### config.mk
export PLATFORM = sky130hd
export DESIGN_NAME = tacho_supervisor
export DESIGN_NICKNAME = d
export VERILOG_FILES = /design/src/rtl/tacho_pkg.sv /design/src/rtl/tacho_supervisor.sv
export SDC_FILE = /design/constraint.sdc
export NUM_CORES = 1
export LEC_CHECK = 0
export BUFFER_PORTS_ARGS = -buffer_cell sky130_fd_sc_hd__buf_2
export CAP_MARGIN = 15
export CORE_ASPECT_RATIO = 2
export CORE_MARGIN = 8
export CORE_UTILIZATION = 28
export DETAILED_ROUTE_END_ITERATION = 12
export PLACE_DENSITY_LB_ADDON = 0.12
export SLEW_MARGIN = 10
export SYNTH_ARGS = -nofsm -noshare
export SYNTH_HDL_FRONTEND = slang
export SYNTH_SLANG_ARGS = --single-unit
### constraint.sdc
create_clock -name hclk -period 8.4 [get_ports hclk]
set_input_delay 1.68 -clock hclk [delete_from_list [all_inputs] [get_ports hclk]]
set_output_delay 1.68 -clock hclk [all_outputs]
set_load 0.05 [all_outputs]
### src/rtl/tacho_pkg.sv
// Package of constants, register map and carrier types for the tachometer supervisor.
package tacho_pkg;

  localparam int unsigned CLK_HZ          = 100_000_000;
  localparam int unsigned CFG_HOLD_MS     = 2000;
  localparam int unsigned CFG_HOLD_CYCLES = CFG_HOLD_MS * (CLK_HZ / 1000);
  localparam int unsigned YEAR_TENTH_S    = 3_155_760;
  localparam int unsigned SEC_CYCLES      = CLK_HZ;

  localparam logic [7:0] ADDR_CTRL      = 8'h00;
  localparam logic [7:0] ADDR_CMP1      = 8'h04;
  localparam logic [7:0] ADDR_CMP2      = 8'h08;
  localparam logic [7:0] ADDR_MEAS      = 8'h0c;
  localparam logic [7:0] ADDR_RT_LIMIT  = 8'h10;
  localparam logic [7:0] ADDR_CNT_LIMIT = 8'h14;
  localparam logic [7:0] ADDR_RT_MON    = 8'h18;
  localparam logic [7:0] ADDR_CNT_MON   = 8'h1c;
  localparam logic [7:0] ADDR_STATUS    = 8'h20;
  localparam logic [7:0] ADDR_CMD       = 8'h24;
  localparam logic [7:0] ADDR_SETVAL    = 8'h28;

  localparam logic [9:0]  RT_LIMIT_RST  = 10'h064;
  localparam logic [13:0] CNT_LIMIT_RST = 14'h0064;
  localparam logic [2:0]  LOCK_RST      = 3'h1;
  localparam logic [23:0] CMP1_RST      = 24'h000000;
  localparam logic [23:0] CMP2_RST      = 24'h000000;
  localparam logic [23:0] SETVAL_RST    = 24'h000000;
  localparam logic [9:0]  RT_MAX        = 10'h3e7;
  localparam logic [13:0] CNT_MAX       = 14'h270f;
  localparam logic [9:0]  CNT_PER_UNIT  = 10'h3e8;

  typedef enum logic [1:0] {
    BAR_OFF         = 2'h0,
    BAR_RATIO       = 2'h1,
    bar_forced_dark = 2'h2,
    bar_forced_lit  = 2'h3
  } bar_mode_t;

  typedef enum logic [1:0] {
    OUT_HI_LO = 2'h0,
    OUT_AREA  = 2'h1,
    OUT_HI_HI = 2'h2,
    OUT_LO_LO = 2'h3
  } out_mode_t;

  // Control word as software writes it.
  typedef struct packed {
    logic [2:0] cfg_sel;
    logic [2:0] lock_level;
    logic       two_input;
    logic       show_peak;
    out_mode_t  out_mode;
    bar_mode_t  indicator_bar_mode;
  } ctrl_t;

  // Front-panel keys and external inputs.
  typedef struct packed {
    logic digit1_increment_key;
    logic digit1_decrement_key;
    logic digit6_increment_key;
    logic digit6_decrement_key;
    logic reset_key;
    logic mode_key;
    logic display_key;
    logic hold_in;
    logic reset1_in;
    logic reset2_in;
    logic keylock_sw;
  } panel_t;

endpackage

### src/rtl/tacho_supervisor.sv
// Supervisor logic: ratio bar, hold, configuration mode, key lock and service alarm.
//
// How it works
// - Ratio mode with high/low limit or area output drives bar from measurement progress.
// - Forced dark mode blanks all bar segments.
// - Forced lit mode lights all bar segments.
// - Six segments, one per sixth of span from comparison 1 to 2.
// - Run time readable only, in tenths of a year.
// - Entering configuration mode clears present value, outputs off, measuring stops.
// - Edited configuration takes effect on return to run mode; lock level, bar mode and peak display are live in run mode.
// - Configuration change reinitialises set value and both comparison values.
// - Hold input freezes displayed measurement and outputs.
// - Reset key or reset input release clears peak and bottom when shown.
// - Lock restrictions and lock lamp follow the key-lock switch exactly.
// - Lock levels 1..7; per-level gating of display, reset, up/down keys.
// - Run-time limit 0.0..99.9 years, default 10, zero disables.
// - Run time at or above nonzero limit raises service alarm.
// - Count limit in thousands 0..9999, default 100 thousand, zero disables.
// - Switching count at or above nonzero limit raises service alarm.
// - Count monitor shows count over one thousand, read only.
// - Reset key hides alarm display; accumulators keep running.
//
// Register access over AHB-Lite and the placing of the registers are this design's own decisions.
module tacho_supervisor #(
  parameter int unsigned HOLD_CYCLES  = tacho_pkg::CFG_HOLD_CYCLES,
  parameter int unsigned SEC_CYCLES   = tacho_pkg::SEC_CYCLES,
  parameter int unsigned TENTH_YEAR_S = tacho_pkg::YEAR_TENTH_S
) (
  input  wire logic               hclk,
  input  wire logic               hresetn,
  input  wire logic               hsel,
  input  wire logic [31:0]        haddr,
  input  wire logic [1:0]         htrans,
  input  wire logic               hwrite,
  input  wire logic [2:0]         hsize,
  input  wire logic [31:0]        hwdata,
  input  wire logic               hready,
  output logic      [31:0]        hrdata,
  output logic                    hreadyout,
  output logic                    hresp,
  input  wire tacho_pkg::panel_t  panel,
  input  wire logic               meas_valid,
  input  wire logic [23:0]        meas_value,
  input  wire logic [1:0]         cmp_out_in,
  output logic      [5:0]         status_bar,
  output logic      [1:0]         cmp_out,
  output logic      [23:0]        shown_meas,
  output logic                    cfg_mode,
  output logic                    measure_en,
  output logic                    keylock_lamp,
  output logic                    service_due_alarm,
  output logic                    service_due_display
);

  ////////////////////////////////////////////////////////////////////////////
  // Pin synchronisers.
  tacho_pkg::panel_t sync1_q, sync2_q, prev_q;
  always_ff @(posedge hclk or negedge hresetn) begin
    if (!hresetn) begin
      sync1_q <= '0;
      sync2_q <= '0;
      prev_q  <= '0;
    end else begin
      sync1_q <= panel;
      sync2_q <= sync1_q;
      prev_q  <= sync2_q;
    end
  end

  ////////////////////////////////////////////////////////////////////////////
  // Key-lock decoding.
  function automatic logic [2:0] lock_allow(input logic on, input logic [2:0] lvl);
    // Returns {display, reset, updown}.
    logic [2:0] a;
    a = 3'h7;
    if (on) begin
      a[2] = (lvl >= 3'h1) && (lvl <= 3'h4);
      a[1] = (lvl == 3'h1) || (lvl == 3'h3) || (lvl == 3'h6);
      a[0] = (lvl == 3'h1) || (lvl == 3'h2) || (lvl == 3'h6) || (lvl == 3'h7);
    end
    return a;
  endfunction

  ////////////////////////////////////////////////////////////////////////////
  // Register file state.
  tacho_pkg::ctrl_t ctrl_q, ctrl_d, act_q, act_d;
  logic [23:0] cmp1_q, cmp1_d, cmp2_q, cmp2_d, setval_q, setval_d;
  logic [9:0]  rtlim_q, rtlim_d;
  logic [13:0] cntlim_q, cntlim_d;
  logic        wr_pend_q, wr_pend_d;
  logic [7:0]  addr_q, addr_d;

  logic [2:0]  allow;
  logic        ena_disp, ena_rst, ena_ud;
  logic        rst_press, ud_press;
  logic        cfg_q, cfg_d;
  logic [31:0] hold_cnt_q, hold_cnt_d;
  logic        combo;

  assign allow    = lock_allow(sync2_q.keylock_sw, act_q.lock_level);
  assign ena_disp = allow[2];
  assign ena_rst  = allow[1];
  assign ena_ud   = allow[0];
  assign rst_press = sync2_q.reset_key && !prev_q.reset_key && ena_rst;
  assign ud_press  = ena_ud;
  assign keylock_lamp = sync2_q.keylock_sw;

  ////////////////////////////////////////////////////////////////////////////
  // Configuration mode entry and exit.
  // Entry to configuration mode is refused at every lock level while the switch is on.
  assign combo = !sync2_q.keylock_sw &&
                 ((sync2_q.digit1_increment_key && sync2_q.digit6_increment_key) ||
                  (sync2_q.digit1_decrement_key && sync2_q.digit6_decrement_key));

  logic bus_wr, cmd_exit;
  assign bus_wr   = wr_pend_q;
  assign cmd_exit = bus_wr && (addr_q == tacho_pkg::ADDR_CMD) && hwdata[0];

  always_comb begin
    hold_cnt_d = combo ? hold_cnt_q : 32'h0;
    cfg_d      = cfg_q;
    if (combo && !cfg_q) begin
      if (hold_cnt_q >= HOLD_CYCLES - 1) begin
        cfg_d = 1'b1;
      end else begin
        hold_cnt_d = hold_cnt_q + 32'h1;
      end
    end
    if (cfg_q && cmd_exit) begin
      cfg_d = 1'b0;
    end
  end

  always_ff @(posedge hclk or negedge hresetn) begin
    if (!hresetn) begin
      cfg_q      <= 1'b0;
      hold_cnt_q <= 32'h0;
    end else begin
      cfg_q      <= cfg_d;
      hold_cnt_q <= hold_cnt_d;
    end
  end

  assign cfg_mode   = cfg_q;
  assign measure_en = !cfg_q;

  ////////////////////////////////////////////////////////////////////////////
  // AHB-Lite slave; zero wait states, always OKAY.
  logic bus_req;
  assign bus_req = hsel && htrans[1] && hready;

  always_comb begin
    ctrl_d    = ctrl_q;
    act_d     = act_q;
    cmp1_d    = cmp1_q;
    cmp2_d    = cmp2_q;
    setval_d  = setval_q;
    rtlim_d   = rtlim_q;
    cntlim_d  = cntlim_q;
    wr_pend_d = bus_req && hwrite;
    addr_d    = bus_req ? haddr[7:0] : addr_q;
    if (bus_wr) begin
      case (addr_q)
        tacho_pkg::ADDR_CTRL:      ctrl_d = tacho_pkg::ctrl_t'(hwdata[11:0]);
        tacho_pkg::ADDR_CMP1:      if (ud_press) cmp1_d = hwdata[23:0];
        tacho_pkg::ADDR_CMP2:      if (ud_press) cmp2_d = hwdata[23:0];
        tacho_pkg::ADDR_SETVAL:    if (ud_press) setval_d = hwdata[23:0];
        tacho_pkg::ADDR_RT_LIMIT:  rtlim_d  = (hwdata[9:0] > tacho_pkg::RT_MAX) ? tacho_pkg::RT_MAX
                                              : hwdata[9:0];
        tacho_pkg::ADDR_CNT_LIMIT: cntlim_d = (hwdata[13:0] > tacho_pkg::CNT_MAX) ? tacho_pkg::CNT_MAX
                                              : hwdata[13:0];
        default: ;
      endcase
    end
    // Edits are staged in ctrl_q and copied to the active set on exit; three fields are also copied live outside configuration mode.
    if (cfg_q && !cfg_d) begin
      act_d = ctrl_q;
      if (ctrl_q.cfg_sel != act_q.cfg_sel) begin
        cmp1_d   = tacho_pkg::CMP1_RST;
        cmp2_d   = tacho_pkg::CMP2_RST;
        setval_d = tacho_pkg::SETVAL_RST;
      end
    end
    if (!cfg_q) begin
      // Outside configuration mode lock level, bar mode and peak display (gated by the display lock) are live edits.
      act_d.lock_level         = ctrl_d.lock_level;
      act_d.indicator_bar_mode = ctrl_d.indicator_bar_mode;
      act_d.show_peak          = ctrl_d.show_peak && ena_disp;
    end
  end

  always_ff @(posedge hclk or negedge hresetn) begin
    if (!hresetn) begin
      ctrl_q    <= tacho_pkg::ctrl_t'({3'h0, tacho_pkg::LOCK_RST, 6'h00});
      act_q     <= tacho_pkg::ctrl_t'({3'h0, tacho_pkg::LOCK_RST, 6'h00});
      cmp1_q    <= tacho_pkg::CMP1_RST;
      cmp2_q    <= tacho_pkg::CMP2_RST;
      setval_q  <= tacho_pkg::SETVAL_RST;
      rtlim_q   <= tacho_pkg::RT_LIMIT_RST;
      cntlim_q  <= tacho_pkg::CNT_LIMIT_RST;
      wr_pend_q <= 1'b0;
      addr_q    <= 8'h00;
    end else begin
      ctrl_q    <= ctrl_d;
      act_q     <= act_d;
      cmp1_q    <= cmp1_d;
      cmp2_q    <= cmp2_d;
      setval_q  <= setval_d;
      rtlim_q   <= rtlim_d;
      cntlim_q  <= cntlim_d;
      wr_pend_q <= wr_pend_d;
      addr_q    <= addr_d;
    end
  end

  ////////////////////////////////////////////////////////////////////////////
  // Measurement, hold, outputs, extremes and bar.
  logic [23:0] meas_q, meas_d, peak_q, peak_d, bot_q, bot_d;
  logic [1:0]  out_q, out_d;
  logic [5:0]  bar_q, bar_d;
  logic [2:0]  segs;
  logic        rst_ext;
  logic [26:0] span, prog6;

  assign span  = {3'h0, cmp2_q} - {3'h0, cmp1_q};
  assign prog6 = ({3'h0, meas_value} - {3'h0, cmp1_q}) * 27'h6;
  always_comb begin
    segs = 3'h0;
    if (meas_value <= cmp1_q || cmp2_q <= cmp1_q) begin
      segs = (meas_value >= cmp2_q && cmp2_q > cmp1_q) ? 3'h6 : 3'h0;
    end else if (meas_value >= cmp2_q) begin
      segs = 3'h6;
    end else begin
      for (int k = 1; k <= 6; k++) begin
        if (prog6 >= span * 27'(k)) segs = 3'(k);
      end
    end
  end

  assign rst_ext = (!sync2_q.reset1_in && prev_q.reset1_in) ||
                   (act_q.two_input && !sync2_q.reset2_in && prev_q.reset2_in);

  always_comb begin
    meas_d = meas_q;
    out_d  = out_q;
    peak_d = peak_q;
    bot_d  = bot_q;
    bar_d  = bar_q;
    if (cfg_q) begin
      meas_d = 24'h0;
      out_d  = 2'h0;
      peak_d = 24'h0;
      bot_d  = 24'hffffff;
    end else if (!sync2_q.hold_in) begin
      out_d = cmp_out_in;
      if (meas_valid) begin
        meas_d = meas_value;
        if (meas_value > peak_q) peak_d = meas_value;
        if (meas_value < bot_q)  bot_d  = meas_value;
        if ((act_q.out_mode == tacho_pkg::OUT_HI_LO) || (act_q.out_mode == tacho_pkg::OUT_AREA)) begin
          bar_d = 6'h3f >> (3'h6 - segs);
        end else begin
          bar_d = 6'h00;
        end
      end
    end
    if (!cfg_q && act_q.show_peak && (rst_press || rst_ext)) begin
      peak_d = 24'h0;
      bot_d  = 24'hffffff;
    end
  end

  always_ff @(posedge hclk or negedge hresetn) begin
    if (!hresetn) begin
      meas_q <= 24'h0;
      out_q  <= 2'h0;
      peak_q <= 24'h0;
      bot_q  <= 24'hffffff;
      bar_q  <= 6'h00;
    end else begin
      meas_q <= meas_d;
      out_q  <= out_d;
      peak_q <= peak_d;
      bot_q  <= bot_d;
      bar_q  <= bar_d;
    end
  end

  assign shown_meas = meas_q;
  assign cmp_out    = out_q;

  always_comb begin
    case (act_q.indicator_bar_mode)
      tacho_pkg::bar_forced_dark: status_bar = 6'h00;
      tacho_pkg::bar_forced_lit:  status_bar = 6'h3f;
      tacho_pkg::BAR_RATIO:       status_bar = bar_q;
      default:                    status_bar = 6'h00;
    endcase
  end

  ////////////////////////////////////////////////////////////////////////////
  // Run time and switching count accumulators, service alarm.
  logic [31:0] cyc_q, cyc_d, sec_q, sec_d;
  logic [9:0]  rt_q, rt_d, sub_q, sub_d;
  logic [13:0] cnt_q, cnt_d;
  logic        supp_q, supp_d;
  logic [1:0]  out_prev_q;

  always_comb begin
    cyc_d = cyc_q + 32'h1;
    sec_d = sec_q;
    rt_d  = rt_q;
    sub_d = sub_q;
    cnt_d = cnt_q;
    if (cyc_q >= SEC_CYCLES - 1) begin
      cyc_d = 32'h0;
      sec_d = sec_q + 32'h1;
      if (sec_q >= TENTH_YEAR_S - 1) begin
        sec_d = 32'h0;
        if (rt_q != 10'h3ff) rt_d = rt_q + 10'h1;
      end
    end
    // A cycle with a rising edge on either output is one switching; counted in thousands.
    if (|(out_q & ~out_prev_q)) begin
      if (sub_q >= tacho_pkg::CNT_PER_UNIT - 10'h1) begin
        sub_d = 10'h0;
        if (cnt_q != 14'h3fff) cnt_d = cnt_q + 14'h1;
      end else begin
        sub_d = sub_q + 10'h1;
      end
    end
    supp_d = supp_q || rst_press;
  end

  always_ff @(posedge hclk or negedge hresetn) begin
    if (!hresetn) begin
      cyc_q <= 32'h0;
      sec_q <= 32'h0;
      rt_q  <= 10'h0;
      sub_q <= 10'h0;
      cnt_q <= 14'h0;
      supp_q <= 1'b0;
      out_prev_q <= 2'h0;
    end else begin
      cyc_q <= cyc_d;
      sec_q <= sec_d;
      rt_q  <= rt_d;
      sub_q <= sub_d;
      cnt_q <= cnt_d;
      supp_q <= supp_d;
      out_prev_q <= out_q;
    end
  end

  assign service_due_alarm = ((rtlim_q != 10'h0) && (rt_q >= rtlim_q)) ||
                             ((cntlim_q != 14'h0) && (cnt_q >= cntlim_q));
  assign service_due_display = service_due_alarm && !supp_q;

  ////////////////////////////////////////////////////////////////////////////
  // Read data, registered so that hrdata comes from flip-flops.
  logic [31:0] rdata_q, rdata_d;
  always_comb begin
    rdata_d = rdata_q;
    if (bus_req && !hwrite) begin
      case (haddr[7:0])
        tacho_pkg::ADDR_CTRL:      rdata_d = {20'h0, ctrl_q};
        tacho_pkg::ADDR_CMP1:      rdata_d = {8'h0, cmp1_q};
        tacho_pkg::ADDR_CMP2:      rdata_d = {8'h0, cmp2_q};
        tacho_pkg::ADDR_SETVAL:    rdata_d = {8'h0, setval_q};
        tacho_pkg::ADDR_MEAS:      rdata_d = {8'h0, meas_q};
        tacho_pkg::ADDR_RT_LIMIT:  rdata_d = {22'h0, rtlim_q};
        tacho_pkg::ADDR_CNT_LIMIT: rdata_d = {18'h0, cntlim_q};
        tacho_pkg::ADDR_RT_MON:    rdata_d = {22'h0, rt_q};
        tacho_pkg::ADDR_CNT_MON:   rdata_d = {18'h0, cnt_q};
        tacho_pkg::ADDR_STATUS:    rdata_d = {19'h0, keylock_lamp, service_due_display, service_due_alarm,
                                              cfg_q, status_bar, 1'b0, out_q};
        default:                   rdata_d = 32'h0;
      endcase
    end
  end

  always_ff @(posedge hclk or negedge hresetn) begin
    if (!hresetn) begin
      rdata_q <= 32'h0;
    end else begin
      rdata_q <= rdata_d;
    end
  end

  assign hrdata    = rdata_q;
  assign hreadyout = 1'b1;
  assign hresp     = 1'b0;

endmodule

==> flow_summary.ini <==
[worst_setup_path]
endpoint = bar_q[0]
r2r_setup_slack_ns = 0.49
required_ns = 8.84
crit_type = in2reg
path_max_fanout = 4
cp-startpoint = meas_value[0]
crit-reg2reg-capture = bar_q[0]
r2r-start = cmp2_q[0]
slowest_delay_ns = 0.47
r2r_cells = 38
cp_common_cell = buf_4
cp_slowest_cell = or4_1
worstSetupEndpointType = register
critPathLaunchType = input port
arrival_ns = 8.55

[timing]
tns_ns = 0
tightest_slew_ns = 1.06
fin_crit_ns = 8.12
relSlewSlack_pct = 29.4
hold_violations = 0
final.setup_skew_ns = 0.0350
hold_ws_ns = 0.341
setup_viol = 0
period_share_pct = 96.6
drv_slew = 0
fmax_mhz = 123

[detailed_routing]
drt-initial-drc-count = 1467
wl_per_cell_um = 19.6
viasPerCell = 5.05
vias = 22300
routed_wl_um = 86600
antenna_left = 0
drc = 0
firstDrtPassIters = 5

[clock_tree]
clockRootBuffer = clkbuf_16
h-tree-depth = 2
clock_path_buffers = 3
numCtsBuffers = 40
clk_pin_slew_ns = 0.06
cts_tree = done
clk_latency_ns = 0.58
cts.sinks = 331

[yosys]
ys_warn_count = 0
synthFlopType = dfrtp_1
avgSynthCellArea_sq_um = 9.01
ys_types = 100
syn_area_sq_um = 25600
synth-seq-area-share_pct = 32.4
ys_async_sr_fraction_pct = 100
syn_inst = 2838
yosys_register_bits = 331
synth_edf_count = 0

[power_and_ir_drop]
leakage_nw = 15.5
ir_worst_vdd_v = 0.000346
p_per_area_nw_per_um2 = 386

[grt]
grt_pass1_vias = 22000
grt_pass1_wl_um = 134000
grt_max_degree = 111
track_usage_pct = 16.6
grt_antenna_before_repair = 12
overflow = 0

[floorplanning]
die_x_um = 230
die_height_um = 443
design.core.area_sq_um = 91000
initial_core_util_pct = 28.1
ios = 183
rows = 157
die_area_sq_um = 102000

[cells_and_area]
fillers = 9538
finalCoreUtilization_pct = 34.5
stdcell_count = 4419
nets = 3636
drive_above_1_share_pct = 20.5
area_delta_synth_final_pct = 22.7

[placement]
place_hpwl_um = 66800
dp.cells = 4316
gp_congestion = 0.837
port-buffer-count = 132

[job]
maxCapViolations = 0

[status]
status = finished clean

[hold_path]
hp-class = reg2reg
power breakdown:
part / internal [mW] / switching [mW]
registers: 1.68 / 0.112
clock network: 1.06 / 0.735
logic: 3.94 / 4.58
Yosys cell counts (66+ instances only):
master	n	share of area, %
a21o_1	99	2.9
inv_1	170	2.5
xor2_1	88	3.0
o21ai_0	116	2.3
nor2_1	254	3.7
ha_1	328	16
nand2_1	241	3.5
dfrtp_1	323	32
a21oi_1	196	3.8
nand3_1	74	1.4
xnor2_1	98	3.4
clkbuf_1	66	0.97
layout by cell type, fill, tap and decap left out, drive strengths merged, types with 99 or more instances in the layout:
master  synthesis  final
a21o           99     99
a21oi         199    199
buf            22    387
dfrtp         323    323
ha            328    328
inv           179    181
nand2         242    242
nor2          255    255
o21ai         129    129
xnor2          99     99
cell families after synthesis:
kind of cell | synth area share [%]
compound gates | 21.0
xor+xnor | 6.54
fa+ha+maj | 16.7
buf+inv | 4.19
flops | 32.4
mux | 2.59
other cells | 0.0294
simple gates | 16.5
state kept, by name, summed over array words and instances (netlist names), 24 cells and up:
signal / cells
cmp1_q: 24
cmp2_q: 24
cyc_q: 32
hold_cnt_q: 32
hrdata: 24
sec_q: 32
setval_q: 24
shown_meas: 24
critical path: cells and delay by family:
kind	cells	cell delay, ns
buf+inv	6	0.73
compound gates	16	2.96
xor+xnor	2	0.47
simple gates	8	1.30
fa+ha+maj	6	1.40
per-layer routing:
metal  global-route usage [%]  vias up  routed length (um)
met1                     22.6    10700               40800
met3                     2.81       95                4060
met2                     27.0      460               39800
li1                         -    11000                   -
met4                     4.21        6                1830
met5                        0        -                  34
how the worst min path moves through the flow:
stage,start,to,slack [ns],cells past startpoint
CTS,sync1_q[7],sync2_q[7],0.35,0
detailed placement,sync1_q[10],sync2_q[10],0.34,0
global route,sync1_q[7],sync2_q[7],0.36,0
finish,sync1_q[9],sync2_q[9],0.34,0
floorplan,sync1_q[0],keylock_lamp,0.33,0
global placement,sync1_q[0],keylock_lamp,0.33,0
timing repair:
action,in CTS,in global routing
buffers inserted,3,23
setup endpoints to repair,1,6
gates resized for setup,9,118
pin swaps,9,78
hold buffers,0,0
gates cloned,0,0
layout make-up:
cell class | count | area [sq um] | share of cell area, %
Antenna cell | 5 | 12.5 | 0.0399
Sequential cell | 331 | 8290 | 26.4
Tap cell | 1192 | 1490 | 4.76
Multi-Input combinational cell | 2252 | 16900 | 54.0
Timing Repair Buffer | 387 | 2600 | 8.30
Clock buffer | 59 | 1160 | 3.71
Inverter | 179 | 672 | 2.14
Clock inverter | 14 | 191 | 0.610
through the flow:
| step | power, mW | setup WS (ns) | instance area, sq um |
|---|---|---|---|
| after detailed placement | 9.62 | -0.607 | 29200 |
| after floorplan | 7.10 | 0.0144 | 25600 |
| after CTS | 11.6 | 0.00188 | 30600 |
| after global routing | 13.3 | -0.0336 | 31400 |
| after global placement | 9.56 | -0.607 | 29200 |
| final | 12.1 | 0.283 | 31400 |
(Power assumes the default switching activity.)
